File: src/verilog/uart_int_defs.svh
// Function
// - FIFO on and receive enabled: receive interrupt while fill is at or above trigger.
// - Data ready flag sets when a character enters the FIFO, clears when empty.
// - FIFO on with mask bits 3:0 zero gives polled mode, except Xon and special character still interrupt; flags still readable.
// - Line status bit 1 overrun, bits 4:2 top-byte errors, bit 7 any FIFO error.
// - Line status bit 5 holding or FIFO empty, bit 6 FIFO and shifter empty.
// - Mask bit 7 enables interrupt on CTS rising; writable only with enhanced bit 4.
// - Mask bit 6 enables interrupt on RTS rising; also gated by enhanced bit 4.
// - Mask bit 5 enables Xoff interrupt; mask bit 4 is reserved.
// - Mask bit 3 enables modem status interrupt on any delta bit set.
// - Mask bit 2: error raises line interrupt; re-raised when errored byte reaches top.
// - Mask bit 1: transmit interrupt on empty, or below trigger and again on empty.
// - Mask bit 0: receive interrupt on holding full, or FIFO at trigger level.
// - Reset clears every mask bit.
// - Source read returns only the highest pending source; others stay queued, except transmit, Xon/Xoff and special character, which it clears.
// - Source codes 06,04,0C,02,00,10,20 by priority; 01 when none pending.
// - Time-out interrupt after four characters plus twelve bits with data below trigger.
// - Flow pin interrupts need auto flow enables; modem control bit 2 picks pins.
// - Wake-up indication sets on leaving sleep, clears on global register read.
// - Line status read clears line interrupt; modem status read clears pin; modem clears when MSR_DELTA is zero.
// - Receive interrupt clears below trigger; time-out clears on holding read.
// - Transmit clears on source read or holding write; Xon/Xoff on source read.
// - Source bits 7:6 read one while FIFOs enabled, zero otherwise.
// - Source bit 0 is zero while pending, one when idle, one at reset.
// - FIFO enable bit selects FIFO mode for the receive, time-out and transmit conditions.
`ifndef UART_INT_DEFS_SVH
`define UART_INT_DEFS_SVH

`define MASK_RESET       8'h00
`define MASK_RX_BIT      0
`define MASK_TX_BIT      1
`define MASK_LINE_BIT    2
`define MASK_MODEM_BIT   3
`define MASK_XOFF_BIT    5
`define MASK_RTS_BIT     6
`define MASK_CTS_BIT     7
`define MASK_ENH_BITS    8'hE0
`define SRC_LINE         6'h06
`define SRC_RX_READY_EVENT        6'h04
`define SRC_TIMEOUT      6'h0C
`define SRC_TX_READY_EVENT        6'h02
`define SRC_MODEM        6'h00
`define SRC_XCHAR        6'h10
`define SRC_PIN          6'h20
`define SRC_NONE         6'h01
`define SRC_RESET        8'h01
`define TIMEOUT_CHARS    4
`define TIMEOUT_BITS     12
`define CLK_NS           20

`endif

File: src/verilog/uart_int_pkg.sv
package uart_int_pkg;
  typedef logic [7:0] reg8_t;
  typedef enum logic [7:0] {
    SRC_LINE_E  = 8'h01,
    SRC_RX_READY_EVENT_E = 8'h02,
    SRC_TOUT_E  = 8'h04,
    SRC_TX_E    = 8'h08,
    SRC_MODEM_E = 8'h10,
    SRC_XCHAR_E = 8'h20,
    SRC_PIN_E   = 8'h40,
    SRC_IDLE_E  = 8'h80
  } src_e;
endpackage : uart_int_pkg

File: src/verilog/rise_latch.sv
`timescale 1ns/100ps
`default_nettype none
module rise_latch (
  // Clock and reset.
  input  wire logic clk,
  input  wire logic rst,
  // Event and clear.
  input  wire logic level,
  input  wire logic clr,
  output logic      flag
);
  logic prev_q;
  logic prev_d;
  logic flag_q;
  logic flag_d;

  always_comb begin
    prev_d = level;
    flag_d = flag_q;
    if (clr) begin
      flag_d = 1'b0;
    end
    if (level && !prev_q) begin
      flag_d = 1'b1;
    end
  end

  always_ff @(posedge clk) begin
    if (rst) begin
      prev_q <= 1'b1;
      flag_q <= 1'b0;
    end else begin
      prev_q <= prev_d;
      flag_q <= flag_d;
    end
  end

  assign flag = flag_q;
endmodule // rise_latch
`default_nettype wire

File: src/verilog/uart_channel_interrupt_logic.sv
`timescale 1ns/100ps
`default_nettype none
`include "uart_int_defs.svh"
module uart_channel_interrupt_logic #(
  parameter int FIFO_DEPTH = 64,
  parameter int CNT_W      = 7,
  parameter int TMR_W      = 24
) (
  // Clock and reset.
  input  wire logic                 SYS_CLK,
  input  wire logic                 RESET,
  // Mask register port.
  input  wire logic                 MASK_WR,
  input  wire uart_int_pkg::reg8_t  MASK_WDATA,
  output uart_int_pkg::reg8_t       MASK_RDATA,
  // Read and write strobes from the register decoder.
  input  wire logic                 SRC_RD,
  input  wire logic                 LSR_RD,
  input  wire logic                 MSR_RD,
  input  wire logic                 RHR_RD,
  input  wire logic                 THR_WR,
  input  wire logic                 GLOBAL_RD,
  // Configuration.
  input  wire logic                 FIFO_EN,
  input  wire logic                 ENH_EN,
  input  wire logic                 AUTO_CTS_EN,
  input  wire logic                 AUTO_RTS_EN,
  input  wire logic                 PIN_SEL_DTR,
  input  wire logic                 HALF_DUPLEX_EN,
  input  wire logic [CNT_W-1:0]     RX_TRIGGER,
  input  wire logic [CNT_W-1:0]     TX_TRIGGER,
  input  wire logic [TMR_W-1:0]     BIT_CYCLES,
  input  wire logic [3:0]           CHAR_BITS,
  // Receive and transmit state.
  input  wire logic [CNT_W-1:0]     RX_COUNT,
  input  wire logic [CNT_W-1:0]     TX_COUNT,
  input  wire logic                 RX_PUSH,
  input  wire logic                 RX_PUSH_ERR,
  input  wire logic                 RX_OVERRUN,
  input  wire logic [2:0]           RX_TOP_ERR,
  input  wire logic                 RX_FIFO_ERR,
  input  wire logic                 RX_HOLD_FULL,
  input  wire logic                 TX_HOLD_EMPTY,
  input  wire logic                 TX_SHIFT_EMPTY,
  // Modem, flow and sleep events.
  input  wire logic [3:0]           MSR_DELTA,
  input  wire logic                 XON_DET,
  input  wire logic                 XOFF_DET,
  input  wire logic                 SPECIAL_DET,
  input  wire logic                 CTS_PIN,
  input  wire logic                 DSR_PIN,
  input  wire logic                 RTS_PIN,
  input  wire logic                 DTR_PIN,
  input  wire logic                 WAKE_EVENT,
  // Results.
  output uart_int_pkg::reg8_t       SRC_RDATA,
  output uart_int_pkg::reg8_t       LINE_STATUS,
  output logic                      WAKE_IND,
  output logic                      IRQ
);
  import uart_int_pkg::*;

  // ****************************************************************
  // Time-out length.
  // ****************************************************************
  localparam int TOUT_BITS_MULT = `TIMEOUT_CHARS;

  reg8_t            mask_q, mask_d;
  logic             line_q, line_d;
  logic             top_err_q, top_err_d;
  logic             tout_q, tout_d;
  logic             tx_q, tx_d;
  logic             tx_empty_armed_q, tx_empty_armed_d;
  logic             tx_above_q, tx_above_d;
  logic             xon_q, xon_d;
  logic             xoff_q, xoff_d;
  logic             spec_q, spec_d;
  logic             wake_q, wake_d;
  logic [TMR_W-1:0] tmr_q, tmr_d;
  logic [TMR_W-1:0] tmr_limit;
  reg8_t            src_q, src_d;
  reg8_t            lsr_q, lsr_d;
  logic             irq_q, irq_d;
  logic             cts_flag, rts_flag;
  logic             rx_at_trig, rx_ready_src, pin_src, modem_src;
  logic             tx_empty_now;
  src_e             win;

  // ****************************************************************
  // Flow pin edge latches.
  // ****************************************************************
  // Pin pair select
  rise_latch u_cts (
    .clk   (SYS_CLK),
    .rst   (RESET),
    .level (PIN_SEL_DTR ? DSR_PIN : CTS_PIN),
    .clr   (MSR_RD),
    .flag  (cts_flag)
  );
  rise_latch u_rts (
    .clk   (SYS_CLK),
    .rst   (RESET),
    .level (PIN_SEL_DTR ? DTR_PIN : RTS_PIN),
    .clr   (MSR_RD),
    .flag  (rts_flag)
  );

  // ****************************************************************
  // Pending sources.
  // ****************************************************************
  always_comb begin
    tmr_limit = TMR_W'((TOUT_BITS_MULT * int'(CHAR_BITS) + `TIMEOUT_BITS) * int'(BIT_CYCLES));
    rx_at_trig = FIFO_EN ? (RX_COUNT >= RX_TRIGGER) : RX_HOLD_FULL;
    rx_ready_src = mask_q[`MASK_RX_BIT] && rx_at_trig;
    pin_src = (mask_q[`MASK_CTS_BIT] && AUTO_CTS_EN && cts_flag) ||
              (mask_q[`MASK_RTS_BIT] && AUTO_RTS_EN && rts_flag);
    modem_src = mask_q[`MASK_MODEM_BIT] && (MSR_DELTA != 4'h0);
    tx_empty_now = HALF_DUPLEX_EN ? (TX_HOLD_EMPTY && TX_SHIFT_EMPTY) : TX_HOLD_EMPTY;
  end

  always_comb begin
    mask_d           = mask_q;
    line_d           = line_q;
    top_err_d        = RX_TOP_ERR != 3'h0;
    tout_d           = tout_q;
    tx_d             = tx_q;
    tx_empty_armed_d = tx_empty_armed_q;
    tx_above_d       = tx_above_q;
    xon_d            = xon_q;
    xoff_d           = xoff_q;
    spec_d           = spec_q;
    wake_d           = wake_q;
    tmr_d            = tmr_q;
    if (MASK_WR) begin
      mask_d = ENH_EN ? MASK_WDATA : ((MASK_WDATA & ~`MASK_ENH_BITS) | (mask_q & `MASK_ENH_BITS));
      mask_d[4] = 1'b0;
    end
    if (LSR_RD) begin
      line_d = 1'b0;
    end
    if ((RX_PUSH && RX_PUSH_ERR) || RX_OVERRUN || ((RX_TOP_ERR != 3'h0) && !top_err_q)) begin
      line_d = 1'b1;
    end
    if (RHR_RD || !FIFO_EN || RX_COUNT == '0 || rx_at_trig) begin
      tmr_d  = '0;
      tout_d = tout_q && !RHR_RD && FIFO_EN && RX_COUNT != '0;
    end else if (RX_PUSH) begin
      tmr_d = '0;
    end else if (tmr_q >= tmr_limit) begin
      tout_d = 1'b1;
    end else begin
      tmr_d = tmr_q + 1'b1;
    end
    if (SRC_RD || THR_WR) begin
      tx_d = 1'b0;
    end
    if (TX_COUNT >= TX_TRIGGER) begin
      tx_above_d = 1'b1;
    end
    if (!FIFO_EN) begin
      if (tx_empty_now && !tx_empty_armed_q) begin
        tx_d = 1'b1;
      end
      tx_empty_armed_d = tx_empty_now;
    end else begin
      if (tx_above_q && TX_COUNT < TX_TRIGGER) begin
        tx_d       = 1'b1;
        tx_above_d = 1'b0;
      end
      if (tx_empty_now && !tx_empty_armed_q) begin
        tx_d = 1'b1;
      end
      tx_empty_armed_d = tx_empty_now;
    end
    if (SRC_RD) begin
      xon_d  = 1'b0;
      xoff_d = 1'b0;
      spec_d = 1'b0;
    end
    if (RX_PUSH) begin
      spec_d = 1'b0;
    end
    if (XON_DET) begin
      xon_d = 1'b1;
    end
    if (XOFF_DET) begin
      xoff_d = 1'b1;
    end
    if (SPECIAL_DET) begin
      spec_d = 1'b1;
    end
    if (GLOBAL_RD) begin
      wake_d = 1'b0;
    end
    if (WAKE_EVENT) begin
      wake_d = 1'b1;
    end
  end

  // ****************************************************************
  // Priority encoder and status.
  // ****************************************************************
  always_comb begin
    if (mask_q[`MASK_LINE_BIT] && line_q) begin
      win = SRC_LINE_E;
    end else if (rx_ready_src) begin
      win = SRC_RX_READY_EVENT_E;
    end else if (mask_q[`MASK_RX_BIT] && tout_q) begin
      win = SRC_TOUT_E;
    end else if (mask_q[`MASK_TX_BIT] && tx_q) begin
      win = SRC_TX_E;
    end else if (modem_src) begin
      win = SRC_MODEM_E;
    end else if ((mask_q[`MASK_XOFF_BIT] && xoff_q) || xon_q || spec_q) begin
      win = SRC_XCHAR_E;
    end else if (pin_src) begin
      win = SRC_PIN_E;
    end else begin
      win = SRC_IDLE_E;
    end
    src_d = 8'h00;
    unique case (win)
      SRC_LINE_E:  src_d[5:0] = `SRC_LINE;
      SRC_RX_READY_EVENT_E: src_d[5:0] = `SRC_RX_READY_EVENT;
      SRC_TOUT_E:  src_d[5:0] = `SRC_TIMEOUT;
      SRC_TX_E:    src_d[5:0] = `SRC_TX_READY_EVENT;
      SRC_MODEM_E: src_d[5:0] = `SRC_MODEM;
      SRC_XCHAR_E: src_d[5:0] = `SRC_XCHAR;
      SRC_PIN_E:   src_d[5:0] = `SRC_PIN;
      SRC_IDLE_E:  src_d[5:0] = `SRC_NONE;
    endcase
    src_d[7:6] = {FIFO_EN, FIFO_EN};
    irq_d = win != SRC_IDLE_E;
    lsr_d[0] = FIFO_EN ? (RX_COUNT != '0) : RX_HOLD_FULL;
    lsr_d[1] = line_q && RX_OVERRUN ? 1'b1 : RX_OVERRUN;
    lsr_d[4:2] = RX_TOP_ERR;
    lsr_d[5] = FIFO_EN ? (TX_COUNT == '0) : TX_HOLD_EMPTY;
    lsr_d[6] = (FIFO_EN ? (TX_COUNT == '0) : TX_HOLD_EMPTY) && TX_SHIFT_EMPTY;
    lsr_d[7] = RX_FIFO_ERR && FIFO_EN;
  end

  always_ff @(posedge SYS_CLK) begin
    if (RESET) begin
      mask_q           <= `MASK_RESET;
      line_q           <= 1'b0;
      top_err_q        <= 1'b0;
      tout_q           <= 1'b0;
      tx_q             <= 1'b0;
      tx_empty_armed_q <= 1'b0;
      tx_above_q       <= 1'b0;
      xon_q            <= 1'b0;
      xoff_q           <= 1'b0;
      spec_q           <= 1'b0;
      wake_q           <= 1'b0;
      tmr_q            <= '0;
      src_q            <= `SRC_RESET;
      lsr_q            <= 8'h00;
      irq_q            <= 1'b0;
    end else begin
      mask_q           <= mask_d;
      line_q           <= line_d;
      top_err_q        <= top_err_d;
      tout_q           <= tout_d;
      tx_q             <= tx_d;
      tx_empty_armed_q <= tx_empty_armed_d;
      tx_above_q       <= tx_above_d;
      xon_q            <= xon_d;
      xoff_q           <= xoff_d;
      spec_q           <= spec_d;
      wake_q           <= wake_d;
      tmr_q            <= tmr_d;
      src_q            <= src_d;
      lsr_q            <= lsr_d;
      irq_q            <= irq_d;
    end
  end

  assign MASK_RDATA  = mask_q;
  assign SRC_RDATA   = src_q;
  assign LINE_STATUS = lsr_q;
  assign WAKE_IND    = wake_q;
  assign IRQ         = irq_q;
endmodule // uart_channel_interrupt_logic
`default_nettype wire

File: config.mk
export PLATFORM = sky130hd
export DESIGN_NAME = uart_channel_interrupt_logic
export DESIGN_NICKNAME = d
export VERILOG_FILES = /design/src/verilog/uart_int_pkg.sv /design/src/verilog/rise_latch.sv /design/src/verilog/uart_channel_interrupt_logic.sv
export VERILOG_INCLUDE_DIRS = /design/src /design/src/verilog
export SDC_FILE = /design/constraint.sdc
export NUM_CORES = 1
export LEC_CHECK = 0
export BUFFER_PORTS_ARGS = -buffer_cell sky130_fd_sc_hd__buf_2
export CORE_UTILIZATION = 48
export CTS_BUF_LIST = sky130_fd_sc_hd__clkbuf_4 sky130_fd_sc_hd__clkbuf_8
export DETAILED_ROUTE_END_ITERATION = 7
export PLACE_DENSITY = 0.7
export SLEW_MARGIN = 15
export SYNTH_ARGS = -nofsm -noshare
export SYNTH_HDL_FRONTEND = slang
export SYNTH_SLANG_ARGS = --single-unit
export TNS_END_PERCENT = 20
File: constraint.sdc
create_clock -name SYS_CLK -period 6.4 [get_ports SYS_CLK]
set_input_delay 0.32 -clock SYS_CLK [delete_from_list [all_inputs] [get_ports SYS_CLK]]
set_output_delay 0.32 -clock SYS_CLK [all_outputs]
set_load 0.1 [all_outputs]
==> results of run 1 <==
[worst max path at each step]
stage / end / slack, ns / cells after the start
2_1_floorplan: tmr_q[20]$_SDFFE_PP0N_ / 0.05 / 29
3_3_place_gp: tmr_q[7]$_SDFFE_PP0N_ / 0.007 / 26
3_5_place_dp: tmr_q[4]$_SDFFE_PP0N_ / -0.08 / 29
4_1_cts: tmr_q[4]$_SDFFE_PP0N_ / 0.29 / 29
5_1_grt: tmr_q[16]$_SDFFE_PP0N_ / -0.04 / 29
6_report: tmr_q[16]$_SDFFE_PP0N_ / 0.21 / 28
[logic make-up after synthesis]
logic type	synth area share, %
compound gates	8.83
buf+inv	8.79
xor+xnor	5.96
flops	18.1
mux	0.889
other cells	0.0555
fa+ha+maj	33.8
simple gates	23.6
[layer usage]
metal	up-vias	global-route usage (%)	wire length (um)
met5	-	0	0
met4	0	3.40	143
met3	13	3.58	517
met2	110	33.5	6940
met1	2683	25.7	6560
li1	2875	-	-
[sequential cells by signal, summed over array words and instances, names as in the netlist, 7 cells and up]
name / flops
SRC_RDATA: 7
tmr_q: 24
MASK_RDATA: 7
LINE_STATUS: 8
[synth_stat cells, drive strengths merged (2+ instances only)]
| library cell | number | area share [%] |
|---|---|---|
| a2111oi | 2 | 0.35 |
| a211oi | 5 | 0.56 |
| a21o | 9 | 1.0 |
| a21oi | 34 | 2.5 |
| a31o | 2 | 0.26 |
| a31oi | 4 | 0.37 |
| and2 | 49 | 4.6 |
| and3 | 3 | 0.28 |
| and4 | 3 | 0.39 |
| buf | 10 | 1.5 |
| clkbuf | 12 | 0.67 |
| dfxtp | 61 | 18 |
| fa | 53 | 16 |
| ha | 98 | 18 |
| inv | 120 | 6.7 |
| mux2i | 6 | 0.89 |
| nand2 | 46 | 2.6 |
| nand2b | 8 | 0.74 |
| nand3 | 18 | 1.3 |
| nand4 | 11 | 1.2 |
| nor2 | 59 | 3.4 |
| nor2b | 49 | 4.5 |
| nor3 | 11 | 0.81 |
| nor3b | 2 | 0.22 |
| nor4 | 18 | 1.9 |
| nor4b | 3 | 0.39 |
| o211ai | 3 | 0.33 |
| o21a | 4 | 0.44 |
| o21ai | 19 | 1.4 |
| o22ai | 2 | 0.19 |
| o41ai | 2 | 0.37 |
| or3 | 5 | 0.54 |
| or4 | 2 | 0.22 |
| xnor2 | 37 | 4.8 |
| xor2 | 9 | 1.2 |
[metrics by stage]
stage / utilization [%] / setup TNS, ns / hold slack, ns / instance area [um^2] / power [uW]
2_1_floorplan: - / 0 / 0.398 / 6760 / 1250
3_3_place_gp: 56.5 / 0 / 0.453 / 7630 / 1490
3_5_place_dp: 56.5 / -0.390 / 0.461 / 7630 / 1500
4_1_cts: 58.0 / 0 / 0.165 / 7830 / 1860
5_1_grt: 60.9 / -0.0648 / 0.160 / 8230 / 2090
6_report: 60.9 / 0 / 0.179 / 8230 / 1890
[power by group]
group	internal [uW]	total [uW]	switching, uW
registers	393	400	6.53
logic	500	1140	641
clock network	198	345	147
[worst register-to-register path, cell delays in order (launching register included)]
cell and delay [ns]:
dfxtp_1 0.48, ha_1 0.28, o21ai_1 0.12, a21oi_1 0.08, o41ai_2 0.36, a311oi_4 0.16, buf_4 0.18, clkbuf_16 0.17
nor4_4 0.29, xnor2_1 0.17, nor2_1 0.07
[area by class of cell]
cell class / instances / area (um^2) / area share, %
Multi-Input combinational cell: 587 / 5250 / 63.8
Sequential cell: 61 / 1220 / 14.8
Tap cell: 176 / 220 / 2.68
Clock inverter: 4 / 47.5 / 0.578
Clock buffer: 12 / 153 / 1.86
Timing Repair Buffer: 150 / 883 / 10.7
Inverter: 120 / 450 / 5.48
[what timing repair did]
item | in CTS | in global routing
buffers inserted | 0 | 2
gates resized for setup | 0 | 48
endpoints found under the setup margin | 0 | 20
==> flow_summary.yaml, run 1 <==
timing:
  finalSetupViolations: 0
  setup_ws_ns: 0.212
  timing.fmax_ghz: 0.162
  slew_headroom_pct: 37.4
  worstMarginPinSlew_ns: 0.939
  fin_worst_skew_ns: 0.00902
  finalCriticalPeriod_ns: 6.19
  finalMaxSlewViolations: 0
  finalHoldViolCount: 0
  period_share_pct: 96.7
cts:
  ctsHtreeMaxLevel: 3
  cts_sinks: 61
  ctsHoldBuffers: 0
  cts_made_buffers: 9
  cts_buffer_depth: 2
  clk-insertion-delay-late_ns: 0.34
  root_buffer: "clkbuf_8"
  cts_tree: "built"
  clk_pin_slew_ns: 0.07
synth:
  synthArstFlopShare_pct: 0
  ys_seq_area_share_pct: 18.1
  yosysUniqueCellTypes: 57
  synth.cell_area_um2: 6760
  synthCells: 790
  syn_nets: 1042
  ys_ff_latch: 61
  synth-main-ff-cell: "dfxtp_1"
  ys_warn_count: 0
  avgSynthCellArea_um2: 8.55
  synth-edff-count: 0
placement:
  place_congestion: 0.784
  place_ws_ns: -0.0756
  dp.cells: 1087
  port_buffers: 122
  dp_hpwl_mm: 11.1
critical_path:
  critical_path_class: "input port to register"
  r2r_end: "tmr_q[16]$_SDFFE_PP0N_"
  ff2ff_setup_slack_ns: 3.87
  crit_path_end_kind: "register"
  critPathRequiredTime_ns: 6.59
  critPathLaunch: "CHAR_BITS[1]"
  critPathArrivalTime_ns: 6.38
  cp.buffers_inverters: 8
  reg2regPathDepth: 10
  cp_max_fo: 6
  worstSetupStartpointType: "input port"
  crit_family: "adder cells"
  crit_slowest_cell: "fa_1"
  r2r-start: "tmr_q[2]$_SDFFE_PP0N_"
  slowest_delay_ns: 0.54
grt:
  antenna_found_initial: 0
  grtUsageTotal_pct: 19.5
  grt_pass1_vias: 5370
  overflow: 0
  grt_max_degree: 33
  grt_pass1_wl_mm: 23.4
drt:
  drt_pass1_iterations: 4
  wl_mm: 14.2
  route.detailed.wl_per_inst_um: 12.8
  drtIter0Drc: 184
  viasPerCell: 5.12
  vias: 5681
  final_antenna_net_count: 0
  remaining_drc_errors: 0
finish:
  area_growth_pct: 21.7
  mostFrequentLayoutCells: "buf_2 (122), inv_1 (119), ha_1 (95), dfxtp_1 (61), nor2_1 (56)"
  fill_cells: 1218
  antennaDiodeCount: 0
  fin_nets: 1181
  drive_above_1_share_pct: 22.7
  stdcell_count: 1110
  mostFrequentLayoutCell: "buf_2"
hold_path:
  whs_path_depth: 2
  hold_path.class: "input port to register"
  hold_start: "RX_FIFO_ERR"
  hold_path_end: "LINE_STATUS[7]$_SDFF_PP0_"
floorplanning:
  die_x_um: 121
  rows: 42
  ioPinCount: 127
  die_h_um: 121
  initial_utilization_pct: 50.0
  die_area_um2: 14600
  core_um2: 13500
run:
  drv_cap: 0
pwr:
  power.density_nw_per_um2: 229
  ir_drop_mv: 0.130
  p_leak_uw: 0.00401
status:
  outcome: "complete, no violations"
No activity file was read; power rests on OpenSTA's default activity.
==> inputs of run 2 (changes only) <==
--- a/config.mk
+++ b/config.mk
@@ -14,5 +14,6 @@
 export SLEW_MARGIN = 15
 export SYNTH_ARGS = -nofsm -noshare
 export SYNTH_HDL_FRONTEND = slang
+export SYNTH_HIERARCHICAL = 1
 export SYNTH_SLANG_ARGS = --single-unit
 export TNS_END_PERCENT = 20
==> flow_summary.yaml, run 2 <==
finish:
  area_growth_pct: 20.2
  mostFrequentLayoutCells: "inv_1 (127), buf_2 (122), ha_1 (94), dfxtp_1 (61), fa_1 (53)"
  multi_input_area_um2: 5110
  largest_reg_flops: 24
  fill_cells: 1261
  drive_above_1_share_pct: 22.0
  seq_area_um2: 1220
  mostFrequentLayoutCell: "inv_1"
  fin_nets: 1205
  stdcell_count: 1137
  finalCoreUtilization_pct: 59.1
  largest-register: "tmr_q"
  antennaDiodeCount: 0
timing:
  finalCriticalPeriod_ns: 6.11
  setup_ws_ns: 0.286
  slew_headroom_pct: 50.1
  worstMarginPinSlew_ns: 0.738
  finalMaxSlewViolations: 0
  period_share_pct: 95.5
  finalSetupViolations: 0
  finalSetupTns_ns: 0
  timing.fmax_ghz: 0.164
  fin_worst_skew_ns: 0.00536
  finalHoldViolCount: 0
drt:
  viasPerCell: 5.07
  drt_pass1_iterations: 4
  drtIter0Drc: 170
  vias: 5765
  route.detailed.wl_per_inst_um: 12.2
  remaining_drc_errors: 0
  wl_mm: 13.9
  final_antenna_net_count: 0
synth:
  synth_area_leaders: "ha_1 (18%), dfxtp_1 (18%), fa_1 (16%), inv_1 (7.0%), and2_1 (4.7%)"
  yosysTopAreaCellShare_pct: 18.0
  yosysUniqueCellTypes: 61
  synth.most_common_cell: "inv_1"
  synth-edff-count: 0
  ys_warn_count: 6
  synth_top_area_cell: "ha_1"
  syn_nets: 1052
  synthCells: 800
  ys_ff_latch: 61
  avgSynthCellArea_um2: 8.53
  synthArstFlopShare_pct: 0
  synth.cell_area_um2: 6820
  ys_seq_area_share_pct: 17.9
  synthTopCellsByCount: "inv_1 (127), ha_1 (98), dfxtp_1 (61)"
  synth-main-ff-cell: "dfxtp_1"
floorplanning:
  die_x_um: 121
  initial_utilization_pct: 49.2
  core_um2: 13900
  die_area_um2: 14700
  rows: 43
  ioPinCount: 127
  die_h_um: 121
grt:
  grt_pass1_wl_mm: 23.7
  grt_max_degree: 34
  antenna_found_initial: 0
  grtUsageTotal_pct: 19.4
  overflow: 0
  grt_pass1_vias: 5579
pwr:
  power.density_nw_per_um2: 247
  p_leak_uw: 0.00412
  ir_drop_mv: 0.0998
placement:
  place_ws_ns: -0.259
  dp_hpwl_mm: 11.4
  place_congestion: 0.821
  port_buffers: 122
  dp.cells: 1121
cts:
  clk_pin_slew_ns: 0.07
  ctsHtreeMaxLevel: 3
  cts_made_buffers: 9
  cts_sinks: 61
  clk-insertion-delay-late_ns: 0.34
  cts_tree: "built"
  cts_buffer_depth: 2
  root_buffer: "clkbuf_8"
critical_path:
  critPathRequiredTime_ns: 6.66
  crit_path_end_kind: "register"
  slowest_delay_ns: 0.54
  critical_path_class: "input port to register"
  critPathArrivalTime_ns: 6.37
  worstSetupStartpointType: "input port"
  crit_slowest_cell: "fa_1"
  cp_max_fo: 28
status:
  outcome: "complete, no violations"
run:
  drv_cap: 0
hold_path:
  hold_path.class: "input port to register"
-- run 2: repair_timing --
action / in CTS / in global routing
resized for setup: 0 / 21
endpoints found under the hold margin: 0 / 0
setup endpoints to repair: 0 / 24
hold buffers: 0 / 0
buffers inserted: 0 / 1
-- run 2: critical path: cells and delay by family --
| family | cells | cell delay (ns) |
|---|---|---|
| adder cells (fa/ha/maj) | 7 | 2.58 |
| AO/OA/AOI/OAI | 10 | 1.61 |
| XOR/XNOR | 1 | 0.19 |
| AND/OR/NAND/NOR | 4 | 0.84 |
| buffers and inverters | 7 | 0.82 |
-- run 2: worst paths after layout --
check                        startpoint                         end  slack [ns]  cells after the start
max reg2reg       tmr_q[9]$_SDFFE_PP0N_      tmr_q[14]$_SDFFE_PP0N_        3.88                      9
max                        CHAR_BITS[0]      tmr_q[14]$_SDFFE_PP0N_        0.29                     29
min                         RX_FIFO_ERR   LINE_STATUS[7]$_SDFF_PP0_        0.19                      2
min reg2reg  MASK_RDATA[6]$_SDFFE_PP0P_  MASK_RDATA[6]$_SDFFE_PP0P_        0.47                      2
-- run 2: metal layers --
layer | part of all wire (%) | global-route usage (%) | vias to the layer above
li1 | - | - | 2998
met1 | 48 | 25.0 | 2643
met2 | 47 | 34.3 | 103
met3 | 3.5 | 2.44 | 21
met4 | 1.4 | 4.32 | 0
met5 | 0 | 0 | -
-- run 2: report_power, final --
| part | internal (uW) | leakage [uW] | switching (uW) |
|---|---|---|---|
| combinational | 594 | 0.00352 | 697 |
| sequential | 393 | 0.000499 | 6.28 |
| clock | 192 | 0.000103 | 147 |
-- run 2: cells by family after synthesis --
| family | count (synthesis) | share of synthesized area (%) |
|---|---|---|
| DFF | 61 | 17.9 |
| adders and majority gates | 151 | 33.5 |
| and+or+nand+nor | 263 | 21.6 |
| xor gates and xnor gates | 25 | 3.21 |
| buffers and inverters | 152 | 8.84 |
| AOI/OAI and AO/OA | 138 | 13.5 |
| muxes | 9 | 1.36 |
| other | 1 | 0.0550 |
-- run 2: area by class of cell --
cell class | count | area share [%]
clock inverters | 4 | 0.595
well taps | 180 | 2.75
inverters | 127 | 5.81
multi-input cells | 587 | 62.3
repair buffers | 167 | 11.9
clock buffers | 11 | 1.77
flip-flops and latches | 61 | 14.9
-- run 2: metrics by stage --
step | power [uW] | hold slack (ns) | cell area (um^2)
after detailed placement | 1650 | 0.464 | 7890
after floorplan | 1290 | 0.382 | 6820
after global placement | 1630 | 0.455 | 7890
after global routing | 2250 | 0.183 | 8200
final | 2030 | 0.188 | 8200
after CTS | 2000 | 0.168 | 8080
